**config.mk**
```make
export PLATFORM = sky130hd
export DESIGN_NAME = fetch_pipeline
export DESIGN_NICKNAME = d
export VERILOG_FILES = /design/src/include/fetch_pkg.sv /design/src/verilog/data_addr_unit.sv /design/src/verilog/fetch_pipeline.sv
export SDC_FILE = /design/constraint.sdc
export NUM_CORES = 1
export LEC_CHECK = 0
export ABC_AREA = 0
export CORE_ASPECT_RATIO = 1.2
export CORE_MARGIN = 2
export CORE_UTILIZATION = 50
export DETAILED_ROUTE_END_ITERATION = 8
export DONT_BUFFER_PORTS = 1
export GPL_TIMING_DRIVEN = 0
export PLACE_DENSITY_LB_ADDON = 0.05
export SLEW_MARGIN = 20
export SYNTH_ARGS = -nofsm -noshare
export SYNTH_HDL_FRONTEND = slang
export SYNTH_SLANG_ARGS = --single-unit
```
**constraint.sdc**
```tcl
create_clock -name CLK_SYS_I -period 3.59 [get_ports CLK_SYS_I]
set_clock_uncertainty 0.15 [all_clocks]
set_input_delay 0.359 -clock CLK_SYS_I [delete_from_list [all_inputs] [get_ports CLK_SYS_I]]
set_output_delay 0.359 -clock CLK_SYS_I [all_outputs]
set_load 0.1 [all_outputs]
```
**src/include/fetch_pkg.sv**
```systemverilog
// Shared constants and carrier types for the fetch pipeline and data address unit
package fetch_pkg;
   // ------------------------------------------------------------
   // Widths
   // ------------------------------------------------------------
   localparam int PC_W       = 21;
   localparam int WORD_W     = 16;
   localparam int DADDR_W    = 12;
   localparam int BANK_W     = 4;
   localparam int OFS_W      = 8;
   localparam int BRANCH_W   = 11;
   localparam int OPER_W     = 12;
   // ------------------------------------------------------------
   // Data memory map
   // ------------------------------------------------------------
   localparam logic [DADDR_W-1:0] SFR_TOP        = 12'hfff;
   localparam logic [DADDR_W-1:0] SFR_BASE       = 12'hf80;
   localparam logic [DADDR_W-1:0] GPR_SIZE_DEF   = 12'h100;
   localparam logic [OFS_W-1:0]   ACCESS_SPLIT   = 8'h80;
   localparam logic [BANK_W-1:0]  ACCESS_HI_BANK = 4'hf;
   localparam logic [BANK_W-1:0]  ACCESS_LO_BANK = 4'h0;
   localparam logic [DADDR_W-1:0] PCL_ADDR       = 12'hff9;
   // Second word of a two-word instruction carries ones in its top nibble
   localparam logic [3:0]         SECOND_TAG     = 4'hf;
   localparam logic [PC_W-1:0]    PC_STEP        = 21'h000002;
   localparam logic [PC_W-1:0]    RESET_VECTOR   = 21'h000000;
   localparam logic [WORD_W-1:0]  NOP_WORD       = 16'h0000;
   localparam logic [7:0]         ZERO_BYTE      = 8'h00;

   // Phase of the instruction cycle, one-hot
   typedef enum logic [3:0] {
      PH_ONE   = 4'b0001,
      PH_TWO   = 4'b0010,
      PH_THREE = 4'b0100,
      PH_FOUR  = 4'b1000
   } phase_t;

   // Program change requested by the decoder for the current instruction
   typedef enum logic [2:0] {
      CH_NONE     = 3'b000,
      CH_ABSOLUTE = 3'b001,
      CH_RELATIVE = 3'b010,
      CH_PCL      = 3'b011,
      CH_SKIP     = 3'b100
   } change_t;

   // Decoder request bundle
   typedef struct packed {
      change_t               kind;
      logic [PC_W-2:0]       word_target;
      logic [BRANCH_W-1:0]   offset;
      logic [7:0]            pcl_value;
      logic                  two_word;
   } branch_req_t;

   // Data access request bundle
   typedef struct packed {
      logic                  rd;
      logic                  wr;
      logic                  access;
      logic                  indirect;
      logic                  full;
      logic [1:0]            ptr_sel;
      logic [OFS_W-1:0]      offset;
      logic [DADDR_W-1:0]    full_addr;
      logic [7:0]            wdata;
   } data_req_t;
endpackage : fetch_pkg

```
**src/verilog/data_addr_unit.sv**
```systemverilog
// Data memory address formation and unimplemented-location read masking
`timescale 1ns/1ps
module data_addr_unit #(
   parameter logic [7:0]  ACCESS_BOUND = fetch_pkg::ACCESS_SPLIT,
   parameter logic [11:0] GPR_SIZE     = fetch_pkg::GPR_SIZE_DEF
) (
   input  wire fetch_pkg::data_req_t  req_i,
   input  wire logic [3:0]            bank_i,
   input  wire logic [35:0]           ptrs_i,
   input  wire logic [7:0]            ram_rdata_i,
   output logic [11:0]                addr_o,
   output logic [7:0]                 rdata_o
);
   import fetch_pkg::*;

   logic [DADDR_W-1:0] ptr_sel;
   logic               implemented;

   // ------------------------------------------------------------
   // Address mux: full, pointer, access bank or banked
   // ------------------------------------------------------------
   always_comb begin
      ptr_sel = ptrs_i[req_i.ptr_sel*DADDR_W +: DADDR_W];
      if (req_i.full) begin
         addr_o = req_i.full_addr;
      end else if (req_i.indirect) begin
         addr_o = ptr_sel;
      end else if (req_i.access) begin
         // Low offsets hit bank 0, high offsets hit bank 15
         addr_o = (req_i.offset < ACCESS_BOUND) ?
                  {ACCESS_LO_BANK, req_i.offset} :
                  {ACCESS_HI_BANK, req_i.offset};
      end else begin
         addr_o = {bank_i, req_i.offset};
      end
   end

   // Holes between the general area and the special area read zero
   always_comb begin
      implemented = (addr_o < GPR_SIZE) || (addr_o >= SFR_BASE);
      rdata_o     = implemented ? ram_rdata_i : ZERO_BYTE;
   end
endmodule : data_addr_unit

```
**src/verilog/fetch_pipeline.sv**
```systemverilog
// Four-phase fetch/execute sequencer with program counter and data access control
`timescale 1ns/1ps
// Behaviour
// - Clock divided by four into four one-hot non-overlapping phases per cycle.
// - Program counter advances in phase one; instruction latched in phase four.
// - Next fetch overlaps current execute; one instruction per cycle.
// - Program counter changes cost two cycles; prefetched word is flushed.
// - Decode in phases two to four; read in two, write in four.
// - Program memory byte addressed; instruction words at even addresses.
// - Sequential step is two; counter bit zero always zero.
// - Absolute target word address loads counter bits 20 down to 1.
// - Relative offset counts single-word instructions, two bytes each.
// - Second word has top nibble ones, is a no-op, supplies 12 bits.
// - Second word executed alone after a skip behaves as a no-op.
// - Table transfers move one byte via table pointer and table latch.
// - Data memory uses a 12-bit address covering 4096 bytes.
// - Sixteen banks of 256; bank select low nibble only implemented.
// - Special registers F80h to FFFh; general registers from zero upward.
// - Unimplemented data addresses read as zero.
// - Indirect pointers hold 12-bit addresses, bypassing bank select.
// - Access bank reachable in one cycle regardless of bank select.
// - Register-to-register move takes two words, two cycles, full addresses.
// - General registers are never initialised or cleared by reset.
// - Counter low byte write loads upper bits from holding registers.
module fetch_pipeline #(
   parameter logic [7:0]  ACCESS_BOUND = fetch_pkg::ACCESS_SPLIT,
   parameter logic [11:0] GPR_SIZE     = fetch_pkg::GPR_SIZE_DEF
) (
   input  wire logic                       CLK_SYS_I,
   input  wire logic                       RESET_I,
   input  wire logic [15:0]                PROG_WORD_I,
   input  wire logic [7:0]                 PROG_BYTE_I,
   input  wire fetch_pkg::branch_req_t     BRANCH_REQ_I,
   input  wire fetch_pkg::data_req_t       DATA_REQ_I,
   input  wire logic [7:0]                 PC_HIGH_HOLDING_I,
   input  wire logic [4:0]                 PC_UPPER_HOLDING_I,
   input  wire logic [3:0]                 BANK_SELECT_I,
   input  wire logic [35:0]                INDIRECT_POINTER_I,
   input  wire logic                       TABLE_RD_I,
   input  wire logic [20:0]                TABLE_POINTER_I,
   input  wire logic [7:0]                 RAM_RDATA_I,
   output logic [20:0]                     PROG_ADDR_O,
   output logic [3:0]                      PHASE_O,
   output logic [15:0]                     INSTRUCTION_LATCH_O,
   output logic                            EXEC_VALID_O,
   output logic [11:0]                     SECOND_OPERAND_O,
   output logic [11:0]                     RAM_ADDR_O,
   output logic                            RAM_RD_O,
   output logic                            RAM_WR_O,
   output logic [7:0]                      RAM_WDATA_O,
   output logic [7:0]                      OPERAND_O,
   output logic [7:0]                      TABLE_LATCH_O
);
   import fetch_pkg::*;

   // ------------------------------------------------------------
   // State
   // ------------------------------------------------------------
   phase_t              phase_q;
   logic [PC_W-1:0]     pc_q;
   logic [PC_W-1:0]     pc_d;
   logic [WORD_W-1:0]   fetch_q;       // Word fetched, waiting to execute
   logic                fetch_ok_q;    // Fetch register holds a usable word
   logic [WORD_W-1:0]   ir_q;
   logic                exec_q;
   logic                skip_next_q;   // Next executed word is to be dropped
   logic [OPER_W-1:0]   oper_q;
   logic [DADDR_W-1:0]  ram_addr_q;
   logic                ram_rd_q;
   logic                ram_wr_q;
   logic [7:0]          ram_wdata_q;
   logic [7:0]          operand_q;
   logic [7:0]          tlatch_q;
   logic [DADDR_W-1:0]  dau_addr;
   logic [7:0]          dau_rdata;
   logic                flush;

   // Word-address arithmetic, shared by the sequential and relative branch paths
   function automatic logic [PC_W-1:0] word_add(input logic [PC_W-1:0] pc,
                                                input logic [PC_W-1:0] bytes);
      word_add = (pc + bytes) & ~PC_W'(1);
   endfunction : word_add

   function automatic logic is_second_word(input logic [WORD_W-1:0] w);
      is_second_word = (w[WORD_W-1 -: 4] == SECOND_TAG);
   endfunction : is_second_word

   // ------------------------------------------------------------
   // Phase generator
   // ------------------------------------------------------------
   // Ring counter keeps the phases one-hot and glitch free
   always_ff @(posedge CLK_SYS_I) begin
      if (RESET_I) begin
         phase_q <= PH_ONE;
      end else begin
         case (phase_q)
            PH_ONE:   phase_q <= PH_TWO;
            PH_TWO:   phase_q <= PH_THREE;
            PH_THREE: phase_q <= PH_FOUR;
            PH_FOUR:  phase_q <= PH_ONE;
            default:  phase_q <= PH_ONE;
         endcase
      end
   end

   chk_phase_ring: assert property (@(posedge CLK_SYS_I) disable iff (RESET_I)
      phase_q == PH_ONE |=> phase_q == PH_TWO ##1 phase_q == PH_THREE
      ##1 phase_q == PH_FOUR ##1 phase_q == PH_ONE)
      else $error("phase ring broken");

   // A ring that picks up a second bit would fire two phases at once
   chk_phase_onehot: assert property (@(posedge CLK_SYS_I) disable iff (RESET_I)
      $onehot(phase_q))
      else $error("phase register not one-hot");

   // ------------------------------------------------------------
   // Program counter
   // ------------------------------------------------------------
   // A change requested by the executing word lands at the end of phase four
   // so the next phase one fetches from the target.
   assign flush = exec_q && (phase_q == PH_FOUR) && (BRANCH_REQ_I.kind != CH_NONE)
                  && (BRANCH_REQ_I.kind != CH_SKIP);

   always_comb begin
      pc_d = pc_q;
      if (phase_q == PH_ONE) begin
         pc_d = word_add(pc_q, PC_STEP);
      end else if (flush) begin
         case (BRANCH_REQ_I.kind)
            CH_ABSOLUTE: pc_d = {BRANCH_REQ_I.word_target, 1'b0};
            CH_RELATIVE: pc_d = word_add(pc_q,
                  PC_W'({{(PC_W-BRANCH_W-1){BRANCH_REQ_I.offset[BRANCH_W-1]}},
                         BRANCH_REQ_I.offset, 1'b0}));
            // Low byte write pulls in the holding registers; bit 0 stays clear
            CH_PCL:      pc_d = {PC_UPPER_HOLDING_I, PC_HIGH_HOLDING_I,
                                 BRANCH_REQ_I.pcl_value[7:1], 1'b0};
            default:     pc_d = pc_q;
         endcase
      end
   end

   always_ff @(posedge CLK_SYS_I) begin
      if (RESET_I) begin
         pc_q <= RESET_VECTOR;
      end else begin
         pc_q <= pc_d;
      end
   end

   // Address presented to program memory is the pre-increment value
   always_ff @(posedge CLK_SYS_I) begin
      if (RESET_I) begin
         PROG_ADDR_O <= RESET_VECTOR;
      end else if (phase_q == PH_ONE) begin
         PROG_ADDR_O <= pc_q;
      end
   end

   chk_pc_even: assert property (@(posedge CLK_SYS_I) disable iff (RESET_I)
      pc_q[0] == 1'b0 && PROG_ADDR_O[0] == 1'b0)
      else $error("program counter misaligned");

   chk_pc_step: assert property (@(posedge CLK_SYS_I) disable iff (RESET_I)
      phase_q == PH_ONE |=> pc_q == $past(pc_q) + PC_STEP)
      else $error("counter did not step by two");

   chk_pcl_load: assert property (@(posedge CLK_SYS_I) disable iff (RESET_I)
      flush && BRANCH_REQ_I.kind == CH_PCL |=>
      pc_q[20:8] == {$past(PC_UPPER_HOLDING_I), $past(PC_HIGH_HOLDING_I)})
      else $error("holding registers not loaded");

   chk_abs_load: assert property (@(posedge CLK_SYS_I) disable iff (RESET_I)
      flush && BRANCH_REQ_I.kind == CH_ABSOLUTE |=>
      pc_q == {$past(BRANCH_REQ_I.word_target), 1'b0})
      else $error("absolute target not loaded");

   // The fetch address moves only at phase one, even while a branch lands
   chk_addr_hold: assert property (@(posedge CLK_SYS_I) disable iff (RESET_I)
      phase_q != PH_ONE |=> $stable(PROG_ADDR_O))
      else $error("fetch address moved outside phase one");

   // ------------------------------------------------------------
   // Fetch and instruction latch
   // ------------------------------------------------------------
   // Fetch register fills in phase four; a program change flushes the word
   // just fetched so the target is fetched during the dead cycle.
   always_ff @(posedge CLK_SYS_I) begin
      if (RESET_I) begin
         fetch_q    <= NOP_WORD;
         fetch_ok_q <= 1'b0;
      end else if (phase_q == PH_FOUR) begin
         fetch_q    <= PROG_WORD_I;
         fetch_ok_q <= !flush;
      end
   end

   // Second-word operand is caught from any word fetched in phase four whose top nibble is ones
   always_ff @(posedge CLK_SYS_I) begin
      if (RESET_I) begin
         oper_q <= '0;
      end else if (phase_q == PH_FOUR && is_second_word(PROG_WORD_I)) begin
         oper_q <= PROG_WORD_I[OPER_W-1:0];
      end
   end

   // Skip flag: set by a true conditional skip, consumed by the next word
   always_ff @(posedge CLK_SYS_I) begin
      if (RESET_I) begin
         skip_next_q <= 1'b0;
      end else if (phase_q == PH_FOUR && exec_q && BRANCH_REQ_I.kind == CH_SKIP) begin
         skip_next_q <= 1'b1;
      end else if (phase_q == PH_FOUR) begin
         skip_next_q <= 1'b0;
      end
   end

   // Execute stage moves the prefetched word in at phase one of the next cycle.
   // A skipped word, a flushed slot or a lone second word executes as a no-op.
   always_ff @(posedge CLK_SYS_I) begin
      if (RESET_I) begin
         ir_q   <= NOP_WORD;
         exec_q <= 1'b0;
      end else if (phase_q == PH_ONE) begin
         ir_q   <= fetch_q;
         exec_q <= fetch_ok_q && !skip_next_q && !is_second_word(fetch_q);
      end
   end

   always_ff @(posedge CLK_SYS_I) begin
      if (RESET_I) begin
         INSTRUCTION_LATCH_O <= NOP_WORD;
         EXEC_VALID_O        <= 1'b0;
         SECOND_OPERAND_O    <= '0;
         PHASE_O             <= PH_ONE;
      end else begin
         INSTRUCTION_LATCH_O <= ir_q;
         EXEC_VALID_O        <= exec_q;
         SECOND_OPERAND_O    <= oper_q;
         PHASE_O             <= phase_q;
      end
   end

   chk_flush_bubble: assert property (@(posedge CLK_SYS_I) disable iff (RESET_I)
      flush |=> ##1 exec_q == 1'b0)
      else $error("flushed word was executed");

   chk_lone_second: assert property (@(posedge CLK_SYS_I) disable iff (RESET_I)
      phase_q == PH_ONE && is_second_word(fetch_q) |=> !exec_q)
      else $error("second word executed alone");

   chk_skip_drop: assert property (@(posedge CLK_SYS_I) disable iff (RESET_I)
      phase_q == PH_ONE && skip_next_q |=> !exec_q)
      else $error("skipped word was executed");

   // Execute stage must hold its word for the whole cycle so decode sees one value
   chk_ir_hold: assert property (@(posedge CLK_SYS_I) disable iff (RESET_I)
      phase_q != PH_ONE |=> $stable(ir_q) && $stable(exec_q))
      else $error("execute stage changed mid cycle");

   chk_fetch_hold: assert property (@(posedge CLK_SYS_I) disable iff (RESET_I)
      phase_q != PH_FOUR |=> $stable(fetch_q))
      else $error("fetch register changed outside phase four");

   // ------------------------------------------------------------
   // Data access: read in phase two, write in phase four
   // ------------------------------------------------------------
   data_addr_unit #(
      .ACCESS_BOUND (ACCESS_BOUND),
      .GPR_SIZE     (GPR_SIZE)
   ) u_dau (
      .req_i        (DATA_REQ_I),
      .bank_i       (BANK_SELECT_I),
      .ptrs_i       (INDIRECT_POINTER_I),
      .ram_rdata_i  (RAM_RDATA_I),
      .addr_o       (dau_addr),
      .rdata_o      (dau_rdata)
   );

   // Strobes are registered so the RAM sees them during the right phase.
   // General registers live in the external RAM and are never touched here.
   always_ff @(posedge CLK_SYS_I) begin
      if (RESET_I) begin
         ram_addr_q  <= '0;
         ram_rd_q    <= 1'b0;
         ram_wr_q    <= 1'b0;
         ram_wdata_q <= ZERO_BYTE;
      end else begin
         ram_addr_q  <= dau_addr;
         ram_rd_q    <= exec_q && DATA_REQ_I.rd && (phase_q == PH_ONE);
         ram_wr_q    <= exec_q && DATA_REQ_I.wr && (phase_q == PH_THREE);
         ram_wdata_q <= DATA_REQ_I.wdata;
      end
   end

   // Operand captured when the read strobe is up
   always_ff @(posedge CLK_SYS_I) begin
      if (RESET_I) begin
         operand_q <= ZERO_BYTE;
      end else if (ram_rd_q) begin
         operand_q <= dau_rdata;
      end
   end

   assign RAM_ADDR_O  = ram_addr_q;
   assign RAM_RD_O    = ram_rd_q;
   assign RAM_WR_O    = ram_wr_q;
   assign RAM_WDATA_O = ram_wdata_q;
   assign OPERAND_O   = operand_q;

   chk_read_phase: assert property (@(posedge CLK_SYS_I) disable iff (RESET_I)
      ram_rd_q |-> phase_q == PH_TWO)
      else $error("read outside phase two");

   chk_write_phase: assert property (@(posedge CLK_SYS_I) disable iff (RESET_I)
      ram_wr_q |-> phase_q == PH_FOUR)
      else $error("write outside phase four");

   // A bubble or a dropped word must never touch the data memory
   chk_idle_no_strobe: assert property (@(posedge CLK_SYS_I) disable iff (RESET_I)
      !exec_q |=> !ram_rd_q && !ram_wr_q)
      else $error("strobe from a slot that does not execute");

   // ------------------------------------------------------------
   // Table latch: one byte per transfer
   // ------------------------------------------------------------
   // Byte from the table pointer address lands at phase four of the read
   always_ff @(posedge CLK_SYS_I) begin
      if (RESET_I) begin
         tlatch_q <= ZERO_BYTE;
      end else if (TABLE_RD_I && exec_q && phase_q == PH_FOUR) begin
         tlatch_q <= PROG_BYTE_I;
      end
   end

   assign TABLE_LATCH_O = tlatch_q;

   chk_table_hold: assert property (@(posedge CLK_SYS_I) disable iff (RESET_I)
      !(TABLE_RD_I && exec_q && phase_q == PH_FOUR) |=> $stable(tlatch_q))
      else $error("table latch changed without a read");

   // Table pointer is owned by the datapath; its value only feeds the unused sink here
   logic unused_tp;
   assign unused_tp = ^TABLE_POINTER_I ^ BRANCH_REQ_I.two_word;
endmodule : fetch_pipeline

```
# ---- After elaboration in Yosys (flattened, before gate mapping)
# Index checks and enable logic that the tools add are counted.
dict set report totals {
  reg_bits 164
  latchBits 0
  ramBits 0
  rom_bits 0
  inputBits 187
  output_inout_bits 92
  elab_cells 74
  n_memories 0
}
dict set report classes {
  n_addsub 2
  multipliers 1
  n_div 0
  order_cmp 3
  n_eq_ne 11
  shifts 1
  muxes 11
  n_bitwise 0
  n_reduce_logical 25
}
# operator n
set op_table {}
lappend op_table {{$pmux 21 s3} 1}
lappend op_table {{$mux 12} 4}
lappend op_table {{$mux 21} 2}
lappend op_table {{$shiftx 36x7->12} 1}
lappend op_table {{$add 21x2->21 const B} 1}
lappend op_table {{$add 21x21->21} 1}
lappend op_table {{$logic_and 1x1->1} 13}
lappend op_table {{$eq 4x4->1 const B} 3}
lappend op_table {{$ge 12x12->1 const B} 1}
lappend op_table {{$lt 12x9->1 const B} 1}
lappend op_table {{$pmux 4 s3} 1}
lappend op_table {{$lt 8x8->1 const B} 1}
lappend op_table {{$mux 8} 1}
lappend op_table {{$eq 3x2->1 const B} 2}
lappend op_table {{$reduce_bool 3->1} 2}
lappend op_table {{$eq 4x1->1 const B} 1}
lappend op_table {{$eq 4x2->1 const B} 1}
lappend op_table {{$eq 4x3->1 const B} 1}
lappend op_table {{$mul 2x2->4 const B} 1}
lappend op_table {{$reduce_and 2->1} 2}
lappend op_table {{$reduce_bool 2->1} 2}
lappend op_table {{$reduce_bool 4->1} 1}
lappend op_table {{$eq 3x1->1 const B} 1}
lappend op_table {{$eq 3x3->1 const B} 1}
lappend op_table {{5 further kinds} 8}

# ---- Logic depth before layout (Yosys ltp)
dict set report logic_depth {
  word_depth 8
  depth_mapped 9
  mapped_depth_nobuf 9
}

# ---- Hierarchy
# Synthesis repeated with hierarchy kept, for this count alone.
dict set report unflattened {
  cells_unflattened 927
  hier_area_um2 7647.3
}
# mod instances cells_each area_per_inst_um2
set modules_own_cells {}
lappend modules_own_cells {fetch_pipeline 1 813 6956.7}
lappend modules_own_cells {data_addr_unit 1 114 690.7}

# ---- Worst setup path before layout
# OpenSTA, ideal clock, no wires.
dict set report synth_path {
  path_kind {input -> register}
  from {input BRANCH_REQ_I[9] (netlist bit)}
  to {register pc_q[17]}
  setup_time_ns 0.122
  arrival_time_ns 2.476
  required_ns 3.318
  path_slack_ns 0.842
  stages 9
  n_path_buf 0
  path_cell_list {ha_1 fa_1 a21o_1 a21oi_1 o21ai_0 a32o_1 a41oi_1 a2111oi_4 a221o_1}
}
dict set report synth_via {
  elab_chain_len 4
}
# item line_no
set synth_rtl {}
lappend synth_rtl {{start, declared} fetch_pipeline.sv:33} ;# input wire fetch_pkg::branch_req_t BRANCH_REQ_I,
lappend synth_rtl {{$add 21x21->21} fetch_pipeline.sv:81} ;# word_add = (pc + bytes) & ~PC_W'(1);
lappend synth_rtl {{$pmux 21 s3} fetch_pipeline.sv:129} ;# case (BRANCH_REQ_I.kind)
lappend synth_rtl {{$mux 21} fetch_pipeline.sv:128} ;# end else if (flush) begin
lappend synth_rtl {{$mux 21} fetch_pipeline.sv:126} ;# if (phase_q == PH_ONE) begin
lappend synth_rtl {{end signal, assigned} fetch_pipeline.sv:146} ;# pc_q <= pc_d;
lappend synth_rtl {{end, declared} fetch_pipeline.sv:60} ;# logic [PC_W-1:0] pc_q;
# No other way between the ends. The select of a mux whose other input is x is not followed.
# A chain may end at the register's enable or synchronous reset.

# ---- Final worst setup path
dict set report layout_path {
  from {register pc_q[1]}
  to {register pc_q[17]}
}
dict set report layout_via {
  elab_chain_len 4
  elab_cells_between_ends 5
}
# item line_no
set layout_rtl {}
lappend layout_rtl {{$add 21x21->21} fetch_pipeline.sv:81}
lappend layout_rtl {{$pmux 21 s3} fetch_pipeline.sv:129}
lappend layout_rtl {{$mux 21} fetch_pipeline.sv:128}
lappend layout_rtl {{$mux 21 (*)} fetch_pipeline.sv:126}
# Mark *: on every way between the ends. The rest lies on a longest branch, timed or not. The select of a mux whose other input is x is not followed.

==> run_results.csv <==
group,metric,value,unit
synthesis,synthArstFlopShare,0,%
synthesis,yosys-top-cells-area,"dfxtp_1, a21oi_1, nand2_1, mux2i_1, nor2_1",
placement,dp_hpwl,18400,microns
setup_path,endpoint,"pc_q[17]",
setup_path,worstPathMaxFanout,6,
min_path,hold_class,"in2reg",
setup_path,reg2regPathDepth,9,
power,pwr-share-comb,14.5,%
grt,grt-ovfl-total,0,
synthesis,yosys.area.top_type,"dfxtp_1",
setup_path,r2r-start,"pc_q[1]",
sta,setup_violations,0,
run_status,status,"complete, no violations",
synthesis,syn_nets,1129,
synthesis,synth.top_cell.area_share,42.5,%
die,ios,279,
synthesis,synth_cell_type_count,71,
sta,worst_pin_slew,1.13,ns
synthesis,syn_inst,921,
setup_path,path_delay_family,"compound AO/OA/AOI/OAI gates",
setup_path,crit_type,"reg2reg",
synthesis,syn-cell-area,7630,sq um
cells_and_area,drive_gt1_share,6.04,%
grt,grt_pass1_wl,36700,microns
grt,antenna_found_initial,0,
setup_path,startpoint,"pc_q[1]",
grt,track_usage,29.7,%
synthesis,synth_compound_area_share,20.4,%
setup_path,crit_path_end_kind,"flop",
setup_path,cp_slowest_cell,"a41oi_1",
power,p_switching,0.00152,W
detailed_routing,dr.first_iter.drc_count,509,
clock_network,insertion_delay,0.43,ns
synthesis,synthFlopType,"dfxtp_1",
synthesis,yosys.area_share.simple,24.0,%
detailed_routing,wl,24500,microns
setup_path,path_buf_inv,0,
die,core,15000,sq um
sta,fin_crit,3.24,ns
cells_and_area,syn_to_final_growth,18.7,%
synthesis,synthMostInstantiatedCell,"dfxtp_1",
die,die-area,16300,sq um
synthesis,seq_area_frac_synth,42.5,%
cells_and_area,fin_util,60.5,%
clock_network,ctsResizeCount,0,
placement,gp_congestion,0.978,
min_path,min_path_cells,2,
synthesis,synth_edf_count,0,
die,die_w,117,microns
setup_path,cp_data_arrival_time,3.42,ns
clock_network,numCtsBuffers,17,
detailed_routing,drc,0,
detailed_routing,firstDrtPassIters,5,
setup_path,path_cells,"ha_1 > fa_1 > a21o_1 > a21oi_1 > o21ai_0 > a32o_1 > a41oi_1 > a2111oi_4 > a221o_1",
power,irDropWorstVdd,0.303,mV
synthesis,synth_area_per_cell,8.28,sq um
job,maxCapViolCount,0,
synthesis,synth_xor_area_share,1.49,%
sta,maxSlewHeadroom,24.4,%
synthesis,synth_top_family_by_area,"simple AND/OR/NAND/NOR gates",
placement,port-buffer-count,0,
sta,maxSlewViolCount,0,
sta,max_freq,308,MHz
synthesis,synth-adder-area-share,3.54,%
synthesis,synthMuxAreaShare,4.23,%
power,internal_power,0.00308,W
die,start_util,51.0,%
detailed_routing,antenna_left,0,
die,die_h,139,microns
detailed_routing,num_vias,7087,
clock_network,cts-root-buf,"clkbuf_16",
setup_path,path_depth,9,
sta,tns,0,ns
cells_and_area,antenna_cells,0,
sta,finalHoldViolCount,0,
grt,grt_pass1_vias,6857,
sta,min_period_over_period,90.3,%
clock_network,htreeDepth,4,
synthesis,ys_warn_count,0,
setup_path,rrSetupSlack,0.35,ns
setup_path,rr_endpoint,"pc_q[17]",
setup_path,crit_required,3.77,ns
power,leakagePower,3.32,nW
synthesis,synth_seq_cells,162,
clock_network,cts_tree,"built",
detailed_routing,viasPerCell,5.84,
grt,grt_max_degree,18,
clock_network,ctsLongestPathBuffers,2,
power,switching_share,33.0,%
power,power_frac_clock,39.5,%
detailed_routing,wl_per_cell,20.2,microns
cells_and_area,layout.nets,1205,
clock_network,cts.sinks,162,
sta,rsz0062_at_grt,"no",
synthesis,netlist_top_cells_count,"dfxtp_1, nand2_1, a21oi_1",
clock_network,clk_pin_slew,0.07,ns
power,power_frac_seq,46.0,%
power,powerDensity,507,nW/um^2
setup_path,slowest_delay,0.44,ns
die,rows,49,
setup_path,crit_path_start_kind,"flop",
==> power by group through the flow <==
stage / clock [W] / combinational (W) / sequential, W
floorplan: 0 / 0.000443 / 0.00212
global placement: 0 / 0.000594 / 0.00215
detailed placement: 0 / 0.000603 / 0.00215
CTS: 0.00184 / 0.000661 / 0.00211
global route: 0.00191 / 0.000736 / 0.00212
finish: 0.00181 / 0.000668 / 0.00211
==> per-layer routing <==
metal | vias up | global-route usage (%) | share of wire (%)
met5 | - | 0 | 0
met4 | 0 | 11.5 | 3.1
met3 | 53 | 7.01 | 6.9
met2 | 291 | 54.4 | 53
met1 | 3349 | 32.3 | 37
li1 | 3394 | - | -
==> metrics by stage <==
step | hold slack [ns] | worst slack [ns] | total power [W] | area (sq um) | instances
floorplan | 0.277 | 0.842 | 0.00256 | 7630 | 921
global placement | 0.287 | 0.460 | 0.00274 | 7880 | 1125
detailed placement | 0.289 | 0.381 | 0.00275 | 7880 | 1125
CTS | 0.00143 | 0.363 | 0.00461 | 9050 | 1214
global route | 0.0234 | 0.199 | 0.00476 | 9050 | 1214
finish | 0.00727 | 0.348 | 0.00459 | 9050 | 1214
==> worst min-delay path by stage <==
stage | start | to | slack [ns]
after floorplan | skip_next_q | skip_next_q | 0.28
after global placement | ir_q[1] | ir_q[1] | 0.29
after detailed placement | skip_next_q | skip_next_q | 0.29
after CTS | BRANCH_REQ_I[28] | pc_q[9] | 0.001
after global routing | BRANCH_REQ_I[28] | pc_q[9] | 0.02
final | BRANCH_REQ_I[28] | pc_q[9] | 0.007
==> cells in the final DEF, fill, tap and decap left out, types with 4 or more instances in the layout <==
master,netlist,routed
a21o_1,15,15
buf_1,6,6
o21ai_0,26,26
buf_2,4,4
nor3_1,18,18
xor2_1,5,5
mux2i_1,30,30
nand3b_1,7,7
nor2_1,74,74
nand4_1,12,12
clkbuf_16,0,17
ha_1,20,20
inv_1,6,6
o211ai_1,10,10
and3_1,10,10
a22oi_1,4,4
nand2_1,158,158
o31ai_1,7,7
nand3_1,18,18
dfxtp_1,162,162
dlygate4sd3_1,0,57
a21oi_1,121,121
clkbuf_1,44,45
or2_2,4,4
a31oi_1,8,8
nor2b_1,42,42
nand2b_1,17,17
o21a_1,5,5
xnor2_1,8,8
a211oi_1,11,11
==> logic make-up after synthesis <==
kind of cell | count (synthesis)
simple gates | 381
mux | 32
other cells | 1
buf+inv | 66
fa+ha+maj | 21
xor+xnor | 13
flops | 162
compound gates | 245
==> worst register-to-register path, delay by kind of cell, from the launching register on <==
kind | cells | cell delay (ns)
fa+ha+maj | 2 | 0.65
compound gates | 7 | 1.95
flops | 1 | 0.38
==> registers in the layout, summed over array words and instances, names as in the netlist <==
name and cells:
PROG_ADDR_O 20, pc_q 20, INSTRUCTION_LATCH_O 16, fetch_q 16, ir_q 16, RAM_ADDR_O 12, SECOND_OPERAND_O 12, oper_q 12
OPERAND_O 8, RAM_WDATA_O 8, TABLE_LATCH_O 8, PHASE_O 4, phase_q 4, EXEC_VALID_O 1, RAM_RD_O 1, RAM_WR_O 1
exec_q 1, fetch_ok_q 1, skip_next_q 1
==> timing repair <==
| item | in CTS | in global routing |
|---|---|---|
| endpoints found under the hold margin | 72 | 0 |
| hold buffers | 57 | 0 |
| buffers inserted | 0 | 0 |
==> layout make-up <==
cell class / instances / area (sq um)
Fill cell: 1386 / 5910
Multi-Input combinational cell: 693 / 4100
Sequential cell: 162 / 3240
Timing Repair Buffer: 57 / 571
Clock buffer: 18 / 429
Buffer: 60 / 264
Tap cell: 204 / 255
Clock inverter: 14 / 169
Inverter: 6 / 22.5
Note: power is estimated with default switching activity, not from simulation.
